### src/design/codc_pkg.sv
package codc_pkg;

  // byte-wide configuration space reached by the serial configuration engine
  typedef logic [15:0] codc_addr_t;
  typedef logic [2:0]  codc_mode_t;

  localparam int NUM_PAIRS = 4;
  localparam int CMOS_PAIR = 3;

  // register byte addresses
  localparam codc_addr_t ADR_OUT_EN   = 16'h0039;
  localparam codc_addr_t ADR_POL      = 16'h003A;
  localparam codc_addr_t ADR_MODE32   = 16'h003D;
  localparam codc_addr_t ADR_MODE10   = 16'h003E;
  localparam codc_addr_t ADR_DIV0     = 16'h003F;
  localparam codc_addr_t ADR_DIV1     = 16'h0042;
  localparam codc_addr_t ADR_DIV2     = 16'h0045;
  localparam codc_addr_t ADR_DIV3_HI  = 16'h0048;
  localparam codc_addr_t ADR_DIV3_MID = 16'h0049;
  localparam codc_addr_t ADR_DIV3_LO  = 16'h004A;
  localparam codc_addr_t ADR_RSVD_A   = 16'h003B;
  localparam codc_addr_t ADR_RSVD_B   = 16'h0040;

  // field positions inside the bytes
  localparam int EN_LSB      = 0;
  localparam int EN_W        = 4;
  localparam int POL_BIT     = 3;
  localparam int MODE_HI_LSB = 5;
  localparam int SE_BIT      = 4;
  localparam int MODE_LO_LSB = 1;
  localparam int MODE_W      = 3;
  localparam int DIV3_HI_W   = 2;
  localparam int DIV3_W      = 18;
  localparam int DIV3_MID    = 8;
  localparam int BYTE_W      = 8;

  // reset values
  localparam logic [3:0]        RST_OUT_EN = 4'h0;
  localparam logic              RST_POL    = 1'b0;
  localparam codc_mode_t        RST_MODE   = 3'h1;
  localparam logic              RST_SE     = 1'b0;
  localparam logic [7:0]        RST_DIV_LO = 8'h03;
  localparam logic [DIV3_W-1:0] RST_DIV3   = 18'h2_0002;

  // driver style codes
  localparam codc_mode_t MODE_HIZ  = 3'h0;
  localparam codc_mode_t MODE_PECL = 3'h1;
  localparam codc_mode_t MODE_LVDS = 3'h2;
  localparam codc_mode_t MODE_CMOS = 3'h3;
  localparam codc_mode_t MODE_HCSL = 3'h4;

  // legal divider codes
  localparam logic [7:0]        DIV_DIRECT_MIN = 8'h03;
  localparam logic [7:0]        DIV_DIRECT_MAX = 8'h06;
  localparam logic [7:0]        DIV_EVEN_MIN   = 8'h08;
  localparam logic [7:0]        DIV_EVEN_MAX   = 8'hA0;
  localparam logic [DIV3_W-1:0] DIV3_MIN       = 18'h0_0003;

  // register request from the configuration engine
  typedef struct packed {
    logic       wr;
    logic       rd;
    codc_addr_t addr;
    logic [7:0] wdata;
  } codc_req_s;

  // per-pair driver configuration
  typedef struct packed {
    logic       en;
    codc_mode_t mode;
    logic       pol;
    logic       se_same;
  } codc_pcfg_s;

  // state of one output pin pair
  typedef struct packed {
    logic       true_p;
    logic       comp_p;
    logic       oe;
    codc_mode_t style;
  } codc_pin_s;

  // divide ratios handed to the output dividers
  typedef struct packed {
    logic [7:0]        r0;
    logic [7:0]        r1;
    logic [7:0]        r2;
    logic [DIV3_W:0]   r3;
  } codc_div_s;

endpackage

### src/design/codc_pair_drv.sv
`timescale 1ns/1ps
module codc_pair_drv #(
  parameter bit CMOS_OK = 1'b0
) (
  input  wire logic                 clk_in,     // system clock
  input  wire logic                 resetn_in,  // async reset, active low
  input  wire codc_pkg::codc_pcfg_s cfg_in,     // pair configuration
  input  wire logic                 lvl_in,     // synchronised source clock level
  output codc_pkg::codc_pin_s       pin_out     // registered pin pair state
);
  import codc_pkg::*;

  typedef struct packed {
    codc_pin_s pin;
  } codc_drv_s;

  codc_drv_s  st_ff;
  codc_drv_s  nxt_st;
  logic       drive;
  logic       lvl;

  // reserved codes and a disabled pair both leave the pins floating
  always_comb begin
    drive = cfg_in.en && (cfg_in.mode == MODE_PECL || cfg_in.mode == MODE_LVDS ||
             cfg_in.mode == MODE_HCSL || (CMOS_OK && cfg_in.mode == MODE_CMOS));
    lvl = lvl_in ^ cfg_in.pol;
    nxt_st = st_ff;
    nxt_st.pin.oe     = drive;
    nxt_st.pin.style  = drive ? cfg_in.mode : MODE_HIZ;
    nxt_st.pin.true_p = drive & lvl;
    // single-ended same-phase only in the cmos style; differential always complements
    if (drive && CMOS_OK && cfg_in.mode == MODE_CMOS && cfg_in.se_same) begin
      nxt_st.pin.comp_p = lvl;
    end else begin
      nxt_st.pin.comp_p = drive & ~lvl;
    end
  end

  // pins come from flops so no decode glitch reaches the receivers
  always_ff @(posedge clk_in or negedge resetn_in) begin
    if (!resetn_in) begin
      st_ff <= '0;
    end else begin
      st_ff <= nxt_st;
    end
  end

  assign pin_out = st_ff.pin;

endmodule // codc_pair_drv

### src/design/codc_top.sv
`timescale 1ns/1ps
// Overview of operation
// - per-pair enable, cleared means high impedance
// - pair three polarity bit inverts its clock
// - pair three styles include cmos, reset pecl
// - pairs zero to two lack cmos style
// - pair three single-ended phase: opposite or same
// - reserved bits written zero, read as zero
// - divider bytes mapped, pair three high first
// - low dividers accept only legal codes
// - pair three divider doubles, refuses below three
module codc_top (
  input  wire logic                            CLK_IN,          // 50 MHz system clock
  input  wire logic                            RESETN_IN,       // async reset, active low
  input  wire codc_pkg::codc_req_s             REG_REQ_IN,      // register read/write request
  output logic [7:0]                           REG_RDATA_OUT,   // registered read data
  output logic                                 REG_REFUSED_OUT, // pulse: write refused
  input  wire logic [codc_pkg::NUM_PAIRS-1:0]  SRC_CLK_IN,      // divided clocks, async
  output codc_pkg::codc_pin_s [codc_pkg::NUM_PAIRS-1:0] PAIR_OUT, // pin pair drive
  output codc_pkg::codc_div_s                  DIV_RATIO_OUT    // effective divide ratios
);
  import codc_pkg::*;

  typedef struct packed {
    logic [NUM_PAIRS-1:0]             out_en;
    logic                             pol3;
    codc_mode_t [NUM_PAIRS-1:0]       mode;
    logic                             se_same;
    logic [7:0]                       div0;
    logic [7:0]                       div1;
    logic [7:0]                       div2;
    logic [DIV3_W-1:0]                div3;
    logic [7:0]                       rdata;
    logic                             refused;
    logic [NUM_PAIRS-1:0]             sync1;
    logic [NUM_PAIRS-1:0]             sync2;
  } codc_top_s;

  localparam codc_top_s RST_ST = '{
    out_en:  RST_OUT_EN,
    pol3:    RST_POL,
    mode:    {NUM_PAIRS{RST_MODE}},
    se_same: RST_SE,
    div0:    RST_DIV_LO,
    div1:    RST_DIV_LO,
    div2:    RST_DIV_LO,
    div3:    RST_DIV3,
    rdata:   8'h00,
    refused: 1'b0,
    sync1:   4'h0,
    sync2:   4'h0
  };

  codc_top_s                     st_ff;
  codc_top_s                     nxt_st;
  logic [DIV3_W-1:0]             div3_cand;
  codc_pcfg_s [NUM_PAIRS-1:0]    pcfg;

  // legal codes of the 8-bit dividers: 3..6 direct, even 8..160
  function automatic logic lo_div_ok(input logic [7:0] v);
    lo_div_ok = (v >= DIV_DIRECT_MIN && v <= DIV_DIRECT_MAX) ||
                (v >= DIV_EVEN_MIN && v <= DIV_EVEN_MAX && !v[0]);
  endfunction

  // one write of a low divider byte: keep the old code when the new one is illegal
  function automatic logic [7:0] lo_div_wr(input logic [7:0] old_v, input logic [7:0] new_v);
    lo_div_wr = lo_div_ok(new_v) ? new_v : old_v;
  endfunction

  // candidate value of the 18-bit divider after the pending byte write
  always_comb begin
    div3_cand = st_ff.div3;
    if (REG_REQ_IN.addr == ADR_DIV3_HI) begin
      div3_cand[DIV3_W-1 -: DIV3_HI_W] = REG_REQ_IN.wdata[DIV3_HI_W-1:0];
    end else if (REG_REQ_IN.addr == ADR_DIV3_MID) begin
      div3_cand[DIV3_MID +: BYTE_W] = REG_REQ_IN.wdata;
    end else if (REG_REQ_IN.addr == ADR_DIV3_LO) begin
      div3_cand[0 +: BYTE_W] = REG_REQ_IN.wdata;
    end
  end

  // register writes, read mux and source clock synchronisers
  always_comb begin
    nxt_st = st_ff;
    nxt_st.refused = 1'b0;
    nxt_st.sync1   = SRC_CLK_IN;
    nxt_st.sync2   = st_ff.sync1;
    if (REG_REQ_IN.wr) begin
      // reserved bit positions are dropped, never stored
      if (REG_REQ_IN.addr == ADR_OUT_EN) begin
        nxt_st.out_en = REG_REQ_IN.wdata[EN_LSB +: EN_W];
      end else if (REG_REQ_IN.addr == ADR_POL) begin
        nxt_st.pol3 = REG_REQ_IN.wdata[POL_BIT];
      end else if (REG_REQ_IN.addr == ADR_MODE32) begin
        nxt_st.mode[3] = REG_REQ_IN.wdata[MODE_HI_LSB +: MODE_W];
        nxt_st.se_same = REG_REQ_IN.wdata[SE_BIT];
        nxt_st.mode[2] = REG_REQ_IN.wdata[MODE_LO_LSB +: MODE_W];
      end else if (REG_REQ_IN.addr == ADR_MODE10) begin
        nxt_st.mode[1] = REG_REQ_IN.wdata[MODE_HI_LSB +: MODE_W];
        nxt_st.mode[0] = REG_REQ_IN.wdata[MODE_LO_LSB +: MODE_W];
      end else if (REG_REQ_IN.addr == ADR_DIV0) begin
        nxt_st.div0    = lo_div_wr(st_ff.div0, REG_REQ_IN.wdata);
        nxt_st.refused = !lo_div_ok(REG_REQ_IN.wdata);
      end else if (REG_REQ_IN.addr == ADR_DIV1) begin
        nxt_st.div1    = lo_div_wr(st_ff.div1, REG_REQ_IN.wdata);
        nxt_st.refused = !lo_div_ok(REG_REQ_IN.wdata);
      end else if (REG_REQ_IN.addr == ADR_DIV2) begin
        nxt_st.div2    = lo_div_wr(st_ff.div2, REG_REQ_IN.wdata);
        nxt_st.refused = !lo_div_ok(REG_REQ_IN.wdata);
      end else if (REG_REQ_IN.addr == ADR_DIV3_HI || REG_REQ_IN.addr == ADR_DIV3_MID ||
                   REG_REQ_IN.addr == ADR_DIV3_LO) begin
        // bytewise update: a byte that would leave 0, 1 or 2 is refused whole
        if (div3_cand >= DIV3_MIN) begin
          nxt_st.div3 = div3_cand;
        end else begin
          nxt_st.refused = 1'b1;
        end
      end
    end
    if (REG_REQ_IN.rd) begin
      // reserved positions and unmapped bytes read as zero
      nxt_st.rdata = 8'h00;
      if (REG_REQ_IN.addr == ADR_OUT_EN) begin
        nxt_st.rdata[EN_LSB +: EN_W] = st_ff.out_en;
      end else if (REG_REQ_IN.addr == ADR_POL) begin
        nxt_st.rdata[POL_BIT] = st_ff.pol3;
      end else if (REG_REQ_IN.addr == ADR_MODE32) begin
        nxt_st.rdata[MODE_HI_LSB +: MODE_W] = st_ff.mode[3];
        nxt_st.rdata[SE_BIT]                = st_ff.se_same;
        nxt_st.rdata[MODE_LO_LSB +: MODE_W] = st_ff.mode[2];
      end else if (REG_REQ_IN.addr == ADR_MODE10) begin
        nxt_st.rdata[MODE_HI_LSB +: MODE_W] = st_ff.mode[1];
        nxt_st.rdata[MODE_LO_LSB +: MODE_W] = st_ff.mode[0];
      end else if (REG_REQ_IN.addr == ADR_DIV0) begin
        nxt_st.rdata = st_ff.div0;
      end else if (REG_REQ_IN.addr == ADR_DIV1) begin
        nxt_st.rdata = st_ff.div1;
      end else if (REG_REQ_IN.addr == ADR_DIV2) begin
        nxt_st.rdata = st_ff.div2;
      end else if (REG_REQ_IN.addr == ADR_DIV3_HI) begin
        nxt_st.rdata[DIV3_HI_W-1:0] = st_ff.div3[DIV3_W-1 -: DIV3_HI_W];
      end else if (REG_REQ_IN.addr == ADR_DIV3_MID) begin
        nxt_st.rdata = st_ff.div3[DIV3_MID +: BYTE_W];
      end else if (REG_REQ_IN.addr == ADR_DIV3_LO) begin
        nxt_st.rdata = st_ff.div3[0 +: BYTE_W];
      end
    end
  end

  // single state register for the whole bank
  always_ff @(posedge CLK_IN or negedge RESETN_IN) begin
    if (!RESETN_IN) begin
      st_ff <= RST_ST;
    end else begin
      st_ff <= nxt_st;
    end
  end

  // per-pair configuration; only pair three has polarity and phase controls
  always_comb begin
    for (int i = 0; i < NUM_PAIRS; i++) begin
      pcfg[i].en      = st_ff.out_en[i];
      pcfg[i].mode    = st_ff.mode[i];
      pcfg[i].pol     = (i == CMOS_PAIR) ? st_ff.pol3 : 1'b0;
      pcfg[i].se_same = (i == CMOS_PAIR) ? st_ff.se_same : 1'b0;
    end
  end

  // pin drivers: pair three alone may take the cmos style
  for (genvar g = 0; g < NUM_PAIRS; g++) begin : g_pair
    codc_pair_drv #(
      .CMOS_OK   (g == CMOS_PAIR)
    ) u_drv (
      .clk_in    (CLK_IN),
      .resetn_in (RESETN_IN),
      .cfg_in    (pcfg[g]),
      .lvl_in    (st_ff.sync2[g]),
      .pin_out   (PAIR_OUT[g])
    );
  end

  // outputs straight from flops; pair three ratio is twice the code
  assign REG_RDATA_OUT    = st_ff.rdata;
  assign REG_REFUSED_OUT  = st_ff.refused;
  assign DIV_RATIO_OUT.r0 = st_ff.div0;
  assign DIV_RATIO_OUT.r1 = st_ff.div1;
  assign DIV_RATIO_OUT.r2 = st_ff.div2;
  assign DIV_RATIO_OUT.r3 = {st_ff.div3, 1'b0};

  // pin checks, one set per pair
  for (genvar a = 0; a < NUM_PAIRS; a++) begin : g_chk

  end
endmodule // codc_top

### config.mk
export PLATFORM = sky130hd
export DESIGN_NAME = codc_top
export DESIGN_NICKNAME = d
export VERILOG_FILES = /design/src/design/codc_pkg.sv /design/src/design/codc_pair_drv.sv /design/src/design/codc_top.sv
export SDC_FILE = /design/constraint.sdc
export NUM_CORES = 1
export LEC_CHECK = 0
export ABC_AREA = 0
export CAP_MARGIN = 40
export CORE_MARGIN = 2
export CORE_UTILIZATION = 30
export DETAILED_ROUTE_END_ITERATION = 16
export DONT_BUFFER_PORTS = 1
export PLACE_DENSITY = 0.5
export SLEW_MARGIN = 20
export SYNTH_ARGS = -nofsm -noshare
export SYNTH_HDL_FRONTEND = slang
export SYNTH_SLANG_ARGS = --single-unit
### constraint.sdc
create_clock -name CLK_IN -period 5.8 [get_ports CLK_IN]
set_input_delay 1.16 -clock CLK_IN [delete_from_list [all_inputs] [get_ports CLK_IN]]
set_output_delay 1.16 -clock CLK_IN [all_outputs]
set_load 0.01 [all_outputs]
==> impl_metrics.env, run 1 <==
export IMPL_run_status="complete, no violations"
export IMPL_worstMarginPinSlew_ns=0.676
export IMPL_h_tree_depth=3
export IMPL_syn_avg_cell_area_sq_um=12.1
export IMPL_vdd_ir_drop_max_uv=213
export IMPL_dr_total_vias=3288
export IMPL_wl_um=13700
export IMPL_die_height_um=129
export IMPL_fmax_ghz=0.304
export IMPL_synthesis_instances=385
export IMPL_max_cap_viol_count=0
export IMPL_post_cts_setup_buffers=0
export IMPL_routed_via_density=5.75
export IMPL_power_sequential_fraction_pct=53.8
export IMPL_globalRouteMet3Util_pct=6.90
export IMPL_combinationalPowerShare_pct=2.2
export IMPL_firstDrtPassIters=5
export IMPL_clockRootBuffer="clkbuf_16"
export IMPL_gp_routability_congestion=0.875
export IMPL_synth_cell_area_sq_um=4680
export IMPL_synth_top_cells_by_count="89 x dfrtp_1, 61 x mux2_2, 24 x nor2_1"
export IMPL_cts_clk_slew_worst_paths_ns=0.07
export IMPL_detail_route_drc_violations=0
export IMPL_drt_first_iter_violations=343
export IMPL_timing_critical_path_arrival_ns=3.53
export IMPL_sinks_on_the_clock_net=101
export IMPL_busiest_layer="met2"
export IMPL_synth_async_reset_ratio_pct=100
export IMPL_dieArea_sq_um=16600
export IMPL_clock_tree_buffer_depth=2
export IMPL_layout_cells_non_filler=572
export IMPL_floorplan_initialDensity_pct=30.8
export IMPL_crit_path_max_fanout=19
export IMPL_finalCriticalPeriod_ns=3.29
export IMPL_p_int_w=0.00103
export IMPL_synth_fp_nets=417
export IMPL_yosys_warning_total=0
export IMPL_number_of_antenna_violations_at_the_first_check_in_global_routing=0
export IMPL_whs_ns=0.352
export IMPL_drt_wirelength_per_cell_um=24.0
export IMPL_r2r_end="DIV_RATIO_OUT[10]"
export IMPL_finClkSkew_ns=0.0112
export IMPL_final_max_slew_violation_count=0
export IMPL_crit_reg2reg_launch="DIV_RATIO_OUT[4]"
export IMPL_timing_final_hold_violations=0
export IMPL_synthesized_flop_and_latch_total=101
export IMPL_min_delay_path_class="register to register"
export IMPL_met1_usage_pct=20.8
export IMPL_antenna_diode_count=0
export IMPL_edff_count_synth=0
export IMPL_post_place_cells=556
export IMPL_grt_util_met2_pct=27.6
export IMPL_netlist_cell_type_count=68
export IMPL_worst_r2r_cell_count=6
export IMPL_final_antenna_net_count=0
export IMPL_tritoncts_clock_tree="yes"
export IMPL_power_per_cell_area_nw_per_um2=258
export IMPL_synth_largest_type_area_fraction_pct=47.6
export IMPL_post_cts_resize_count=0
export IMPL_timing_setup_critical_path_class="input pin to register"
export IMPL_cp_startpoint="REG_REQ_IN[9]"
export IMPL_post_synth_top_count_cell="dfrtp_1"
export IMPL_setup_worst_path_end="DIV_RATIO_OUT[24]"
export IMPL_flow_area_growth_from_synthesis_pct=9.50
export IMPL_synth_top_cell_by_area="dfrtp_1"
export IMPL_design_final_nets=411
export IMPL_synth_main_ff_cell="dfrtp_1"
export IMPL_pin_count_of_the_biggest_net_entering_global_routing=102
export IMPL_setup_tns_ns=0
export IMPL_clk_insertion_delay_late_ns=0.36
export IMPL_final_cycle_utilization_of_the_critical_path_pct=56.8
export IMPL_boundaryPins=108
export IMPL_ratio_of_cells_with_drive_above_1_in_the_final_layout_pct=27.6
export IMPL_dp_hpwl_um=9930
export IMPL_synth_area_top_cells="dfrtp_1 48%, mux2_2 15%, dfstp_2 6.7%, nor2_1 1.9%, nand2_1 1.6%"
export IMPL_endpoint_required_time_on_the_critical_path_ns=6.04
export IMPL_hold_buffers=0
export IMPL_finish_utilization_pct=33.7
export IMPL_reg2reg_slack_ns=3.01
export IMPL_cts_buffers_inserted=9
export IMPL_setup_violations=0
export IMPL_p_leak_nw=2.37
export IMPL_swShare_pct=22.3
export IMPL_critical_path_startpoint_type="input pin"
export IMPL_core_sq_um=15200
export IMPL_num_rows=45
export IMPL_placement_io_buffers=0
export IMPL_wire_length_of_the_first_global_routing_pass_um=20700
export IMPL_groute_usage_overall_pct=17.0
export IMPL_max_slew_margin_rel_pct=54.5
export IMPL_grt_ovfl_total=0
export IMPL_rsz0062_at_grt="no"
export IMPL_critical_path_endpoint_type="register"
export IMPL_part_of_the_total_power_dissipated_in_the_clock_network_pct=44.0
export IMPL_power_switching_w=0.000294
export IMPL_sequential_area_share_after_synthesis_pct=54.4
export IMPL_design_power_total_w=0.00132
export IMPL_die_width_um=129
export IMPL_first_global_vias=3243
==> registers in the layout, indices dropped and copies added, names as in the netlist <==
register,count
st_ff,4
DIV_RATIO_OUT,42
pcfg,18
nxt_st,4
REG_REFUSED_OUT,1
REG_RDATA_OUT,8
g_pair.u_drv.pin_out,24
==> how the worst min path moves through the flow <==
stage               startpoint        to  slack (ns)  depth (start not counted)
global route         nxt_st[0]  st_ff[0]        0.36                          0
global placement     nxt_st[0]  st_ff[0]        0.33                          0
floorplan            nxt_st[0]  st_ff[0]        0.33                          0
finish               nxt_st[1]  st_ff[1]        0.35                          0
detailed placement   nxt_st[3]  st_ff[3]        0.33                          0
CTS                  nxt_st[0]  st_ff[0]        0.35                          0
==> stage by stage <==
stage / instance area [sq um] / setup slack (ns)
6_report: 5120 / 2.51
5_1_grt: 5120 / 2.47
4_1_cts: 5120 / 2.62
3_5_place_dp: 4830 / 2.26
3_3_place_gp: 4830 / 2.33
2_1_floorplan: 4680 / 2.60
==> final cells by class <==
type | instances | area, sq um
fill | 1516 | 10100
sequential | 101 | 2540
multi-input combinational | 259 | 2030
clock buffer | 11 | 243
tap | 188 | 235
clock inverter | 5 | 42.5
inverter | 8 | 30.0
==> power by group through the flow <==
stage                     logic [W]  clock network (W)  registers, W
after global routing      0.0000321           0.000629      0.000709
final                     0.0000294           0.000581      0.000709
after CTS                 0.0000286           0.000602      0.000709
after detailed placement  0.0000284                  0      0.000723
after global placement    0.0000281                  0      0.000723
after floorplan           0.0000321                  0      0.000722
==> cell families after synthesis <==
logic type      synth area share (%)
buf+inv                         2.27
simple gates                    15.3
flops                           54.4
compound gates                  11.3
mux                             15.6
other cells                   0.0802
xor+xnor                        1.12
==> worst max-delay path: stages <==
cell      delay [ns]
nand2b_1        0.45
nand2_1         0.19
a21boi_0        0.59
nand3_2         0.25
nor3_4          0.48
mux2_2          0.39
==> cell usage in the layout, fill, tap and decap left out, drive strengths merged, types with 3 or more instances in the layout <==
cell,n
a21oi,5
a221oi,4
a32o,3
a32oi,3
and2,10
and3,10
clkbuf,11
dfrtp,89
dfstp,12
inv,10
mux2,62
mux2i,3
nand2,20
nand2b,3
nand3,9
nand4,5
nor2,24
nor3,9
nor4,5
o211ai,7
o21ai,14
o221ai,4
o22ai,8
or3,5
or4,4
xor2,4
==> routing by layer <==
| layer | vias to the layer above | share of wire, % |
|---|---|---|
| li1 | 1427 | - |
| met1 | 1667 | 39 |
| met2 | 173 | 48 |
| met3 | 21 | 11 |
| met4 | 0 | 1.9 |
| met5 | - | 0 |
(Power assumes the default switching activity.)
==> run 2: changes to the inputs <==
==> constraint.sdc (replaced) <==
create_clock -name CLK_IN -period 3.2 [get_ports CLK_IN]
set_input_delay 0.64 -clock CLK_IN [delete_from_list [all_inputs] [get_ports CLK_IN]]
set_output_delay 0.64 -clock CLK_IN [all_outputs]
set_load 0.01 [all_outputs]
==> impl_metrics.env, run 2 (synthesis results as in run 1) <==
export IMPL_final_antenna_net_count=0
export IMPL_timing_setup_critical_path_class="register to register"
export IMPL_largest_register_ff_count=42
export IMPL_worstMarginPinSlew_ns=0.563
export IMPL_antenna_diode_count=0
export IMPL_firstDrtPassIters=4
export IMPL_whs_ns=0.126
export IMPL_run_status="complete, no violations"
export IMPL_rsz0062_at_grt="no"
export IMPL_max_cap_viol_count=0
export IMPL_grt_util_met2_pct=27.3
export IMPL_clockRootBuffer="clkbuf_16"
export IMPL_dp_hpwl_um=9770
export IMPL_final_cell_area_sq_um=5170
export IMPL_setup_tns_ns=0
export IMPL_die_width_um=129
export IMPL_reg2reg_slack_ns=0.42
export IMPL_design_final_nets=418
export IMPL_layout_cells_non_filler=578
export IMPL_die_height_um=129
export IMPL_h_tree_depth=3
export IMPL_number_of_antenna_violations_at_the_first_check_in_global_routing=0
export IMPL_busiest_layer="met2"
export IMPL_tritoncts_clock_tree="yes"
export IMPL_timing_critical_path_arrival_ns=3.01
export IMPL_setup_violations=0
export IMPL_boundaryPins=108
export IMPL_cts_clk_slew_worst_paths_ns=0.07
export IMPL_ratio_of_cells_with_drive_above_1_in_the_final_layout_pct=28.7
export IMPL_gp_routability_congestion=0.841
export IMPL_flow_area_growth_from_synthesis_pct=10.6
export IMPL_first_global_vias=3258
export IMPL_grt_ovfl_total=0
export IMPL_cts_buffers_inserted=9
export IMPL_groute_usage_overall_pct=16.8
export IMPL_num_rows=45
export IMPL_pin_count_of_the_biggest_net_entering_global_routing=90
export IMPL_cpMaxStageDelayCell="or4_1"
export IMPL_critical_path_startpoint_type="register"
export IMPL_post_cts_resize_count=0
export IMPL_worst_r2r_cell_count=6
export IMPL_max_slew_margin_rel_pct=61.5
export IMPL_power_per_cell_area_nw_per_um2=458
export IMPL_globalRouteMet3Util_pct=7.28
export IMPL_critical_path_cell_list="or4_1 > a2111oi_0 > o21ai_1 > a22o_2 > o211ai_4 > mux2_2"
export IMPL_drt_first_iter_violations=214
export IMPL_crit_reg2reg_launch="DIV_RATIO_OUT[4]"
export IMPL_wl_um=13600
export IMPL_timing_final_hold_violations=0
export IMPL_commonest_non_fill_non_tap_cell_in_the_layout="dfrtp_1"
export IMPL_cp_slowest_stage_delay_ns=0.53
export IMPL_wire_length_of_the_first_global_routing_pass_um=20400
export IMPL_sinks_on_the_clock_net=101
export IMPL_setup_slack_ns=0.416
export IMPL_met1_usage_pct=20.5
export IMPL_endpoint_required_time_on_the_critical_path_ns=3.43
export IMPL_floorplan_initialDensity_pct=30.8
export IMPL_r2r_end="DIV_RATIO_OUT[11]"
export IMPL_placement_io_buffers=0
export IMPL_placedInstanceArea_sq_um=4880
export IMPL_dieArea_sq_um=16600
export IMPL_p_leak_nw=2.40
export IMPL_fmax_ghz=0.359
export IMPL_pre_cts_slack_ns=0.300
export IMPL_dr_total_vias=3165
export IMPL_crit_path_max_fanout=8
export IMPL_detail_route_drc_violations=0
export IMPL_clock_tree_buffer_depth=2
export IMPL_clk_insertion_delay_late_ns=0.35
export IMPL_vdd_ir_drop_max_uv=380
export IMPL_critical_path_endpoint_type="register"
export IMPL_finalCriticalPeriod_ns=2.78
export IMPL_post_place_cells=562
export IMPL_drt_wirelength_per_cell_um=23.4
export IMPL_commonest_cells_after_routing_fill_and_taps_aside="89 x dfrtp_1, 61 x mux2_2, 24 x nor2_1, 20 x nand2_1, 13 x o21ai_0"
export IMPL_final_max_slew_violation_count=0
export IMPL_finClkSkew_ns=0.0130
export IMPL_core_sq_um=15200
export IMPL_min_delay_path_class="input pin to asynchronous set/reset pin"
export IMPL_final_cycle_utilization_of_the_critical_path_pct=87.0
export IMPL_routed_via_density=5.48
run 2: changes by cell type in the layout (fill, tap and decap cells not counted):
cell,before,now
buf_4,0,6
clkinv_4,2,0
buf_16,0,1
clkinv_2,0,2
clkbuf_8,1,0
run 2: per-layer routing:
| metal | part of all wire (%) | vias to the layer above |
|---|---|---|
| li1 | - | 1439 |
| met2 | 49 | 108 |
| met4 | 1.4 | 0 |
| met5 | 0 | - |
| met1 | 41 | 1604 |
| met3 | 8.9 | 14 |
run 2: timing repair:
action | 4_1_cts | 5_1_grt
hold buffers | 1 | 0
hold endpoints to repair | 89 | 0
buffers inserted | 0 | 0
run 2: final cells by class:
class / count / area, sq um
fill: 1545 / 10000
sequential: 101 / 2540
multi-input combinational: 259 / 2030
tap: 188 / 235
clock buffer: 10 / 229
timing repair buffer: 7 / 72.6
clock inverter: 5 / 35.0
inverter: 8 / 30.0
run 2: worst max path at each step:
stage	from	endpoint	slack (ns)
after global placement	REG_REQ_IN[17]	DIV_RATIO_OUT[4]	0.35
final	DIV_RATIO_OUT[4]	DIV_RATIO_OUT[11]	0.42
after detailed placement	REG_REQ_IN[17]	REG_RDATA_OUT[5]	0.30
after global routing	DIV_RATIO_OUT[5]	DIV_RATIO_OUT[11]	0.31
after CTS	DIV_RATIO_OUT[4]	DIV_RATIO_OUT[3]	0.47
after floorplan	REG_REQ_IN[3]	DIV_RATIO_OUT[10]	0.52
run 2: critical path: cells and delay by family, from the launching register on:
kind / cells / cell delay, ns
muxes: 1 / 0.38
and+or+nand+nor: 1 / 0.53
DFF: 1 / 0.46
AOI/OAI and AO/OA: 4 / 1.31
run 2: power breakdown:
part / internal [W] / total [W] / switching, W
clock: 0.000526 / 0.00100 / 0.000475
combinational: 0.0000258 / 0.0000812 / 0.0000554
sequential: 0.00128 / 0.00129 / 0.00000308
total: 0.00183 / 0.00237 / 0.000533
run 2: stage by stage:
step / power, W / util (%)
finish: 0.00237 / 34.0
CTS: 0.00240 / 34.0
global placement: 0.00137 / 32.1
detailed placement: 0.00137 / 32.1
floorplan: 0.00137 / -
global route: 0.00246 / 34.0
==> run 3: changes to the inputs <==
--- a/config.mk
+++ b/config.mk
@@ -6,12 +6,12 @@
 export NUM_CORES = 1
 export LEC_CHECK = 0
 export ABC_AREA = 0
+export BUFFER_PORTS_ARGS = -buffer_cell sky130_fd_sc_hd__buf_4
 export CAP_MARGIN = 40
 export CORE_MARGIN = 2
 export CORE_UTILIZATION = 30
 export DETAILED_ROUTE_END_ITERATION = 16
-export DONT_BUFFER_PORTS = 1
-export PLACE_DENSITY = 0.5
+export PLACE_DENSITY = 0.56
 export SLEW_MARGIN = 20
 export SYNTH_ARGS = -nofsm -noshare
 export SYNTH_HDL_FRONTEND = slang
==> impl_metrics.env, run 3 (synthesis results as in run 1) <==
export IMPL_detail_route_drc_violations=0
export IMPL_firstDrtPassIters=5
export IMPL_timing_critical_path_arrival_ns=2.94
export IMPL_final_max_slew_violation_count=0
export IMPL_max_slew_margin_rel_pct=60.0
export IMPL_ratio_of_cells_with_drive_above_1_in_the_final_layout_pct=44.2
export IMPL_flow_area_growth_from_synthesis_pct=27.8
export IMPL_cts_buffers_inserted=9
export IMPL_design_power_total_w=0.00244
export IMPL_final_cell_area_sq_um=5980
export IMPL_die_height_um=129
export IMPL_floorplan_initialDensity_pct=30.8
export IMPL_sinks_on_the_clock_net=101
export IMPL_num_rows=45
export IMPL_core_sq_um=15200
export IMPL_die_width_um=129
export IMPL_clk_insertion_delay_late_ns=0.35
export IMPL_drt_wirelength_per_cell_um=20.3
export IMPL_tritoncts_clock_tree="yes"
export IMPL_r2r_end="DIV_RATIO_OUT[11]"
export IMPL_first_global_vias=3652
export IMPL_wl_um=13900
export IMPL_dp_hpwl_um=10200
export IMPL_min_delay_path_class="input pin to asynchronous set/reset pin"
export IMPL_crit_path_max_fanout=8
export IMPL_worstMarginPinSlew_ns=0.601
export IMPL_vdd_ir_drop_max_uv=284
export IMPL_antenna_diode_count=0
export IMPL_critical_path_endpoint_type="register"
export IMPL_reg2reg_slack_ns=0.54
export IMPL_timing_final_hold_violations=0
export IMPL_timing_setup_critical_path_class="input pin to register"
export IMPL_gp_routability_congestion=0.876
export IMPL_grt_ovfl_total=0
export IMPL_commonest_cells_after_routing_fill_and_taps_aside="114 x buf_4, 89 x dfrtp_1, 61 x mux2_2, 24 x nor2_1, 20 x nand2_1"
export IMPL_finClkSkew_ns=0.00719
export IMPL_setup_violations=0
export IMPL_pin_count_of_the_biggest_net_entering_global_routing=58
export IMPL_groute_usage_overall_pct=17.3
export IMPL_setup_tns_ns=0
export IMPL_worst_r2r_cell_count=6
export IMPL_largest_register_ff_count=42
export IMPL_power_per_cell_area_nw_per_um2=409
export IMPL_commonest_non_fill_non_tap_cell_in_the_layout="buf_4"
export IMPL_number_of_antenna_violations_at_the_first_check_in_global_routing=0
export IMPL_wire_length_of_the_first_global_routing_pass_um=21400
export IMPL_final_cycle_utilization_of_the_critical_path_pct=84.6
export IMPL_post_cts_resize_count=0
export IMPL_max_cap_viol_count=0
export IMPL_placedInstanceArea_sq_um=5710
export IMPL_run_status="complete, no violations"
export IMPL_fmax_ghz=0.369
export IMPL_post_cts_setup_buffers=0
export IMPL_clock_tree_buffer_depth=2
export IMPL_p_leak_nw=2.96
export IMPL_dr_total_vias=3586
export IMPL_whs_ns=0.289
export IMPL_final_antenna_net_count=0
export IMPL_routed_via_density=5.23
export IMPL_placement_io_buffers=106
export IMPL_finalCriticalPeriod_ns=2.71
export IMPL_h_tree_depth=3
export IMPL_endpoint_required_time_on_the_critical_path_ns=3.44
export IMPL_hold_buffers=0
export IMPL_finish_utilization_pct=39.3
export IMPL_dieArea_sq_um=16600
export IMPL_crit_reg2reg_launch="DIV_RATIO_OUT[5]"
export IMPL_cts_clk_slew_worst_paths_ns=0.07
export IMPL_rsz0062_at_grt="no"
export IMPL_design_final_nets=526
export IMPL_critical_path_startpoint_type="input pin"
export IMPL_clockRootBuffer="clkbuf_16"
export IMPL_boundaryPins=108
export IMPL_drt_first_iter_violations=264
run 3: how the worst max path moves through the flow:
stage	from	to	slack, ns
2_1_floorplan	REG_REQ_IN[3]	DIV_RATIO_OUT[10]	0.52
3_3_place_gp	REG_REQ_IN[17]	DIV_RATIO_OUT[4]	0.15
3_5_place_dp	REG_REQ_IN[17]	DIV_RATIO_OUT[11]	0.14
4_1_cts	REG_REQ_IN[17]	DIV_RATIO_OUT[11]	0.51
5_1_grt	REG_REQ_IN[17]	DIV_RATIO_OUT[11]	0.24
6_report	REG_REQ_IN[17]	DIV_RATIO_OUT[11]	0.49
run 3: critical path: stages:
cell      delay [ns]
buf_4           0.11
or4_4           0.54
nor4_4          0.45
a21boi_0        0.30
and3_1          0.32
o211ai_4        0.19
mux2_2          0.38
run 3: cell type report:
cell class                      instances  area (sq um)
Fill cell                            1490          9230
Sequential cell                       101          2540
Multi-Input combinational cell        259          2030
Timing Repair Buffer                  115           876
Tap cell                              188           235
Clock buffer                           10           229
Clock inverter                          5          37.5
Inverter                                8          30.0
run 3: power breakdown:
part           switching [W]  total, W  leakage (nW)  internal [W]
Clock               0.000480   0.00101         0.125      0.000527
Combinational       0.000101  0.000151          1.49     0.0000505
Sequential        0.00000227   0.00129          1.35       0.00128
run 3: per-layer routing:
layer,global-route usage (%),share of wire [%],vias up
li1,-,-,1641
met1,22.8,43,1786
met2,28.0,49,139
met3,4.82,6.8,20
met4,4.92,2.1,0
met5,0,0,-
run 3: through the flow:
step | cells | worst slack [ns]
floorplan | 385 | 0.517
global placement | 671 | 0.152
detailed placement | 671 | 0.141
CTS | 686 | 0.511
global route | 686 | 0.240
finish | 686 | 0.494
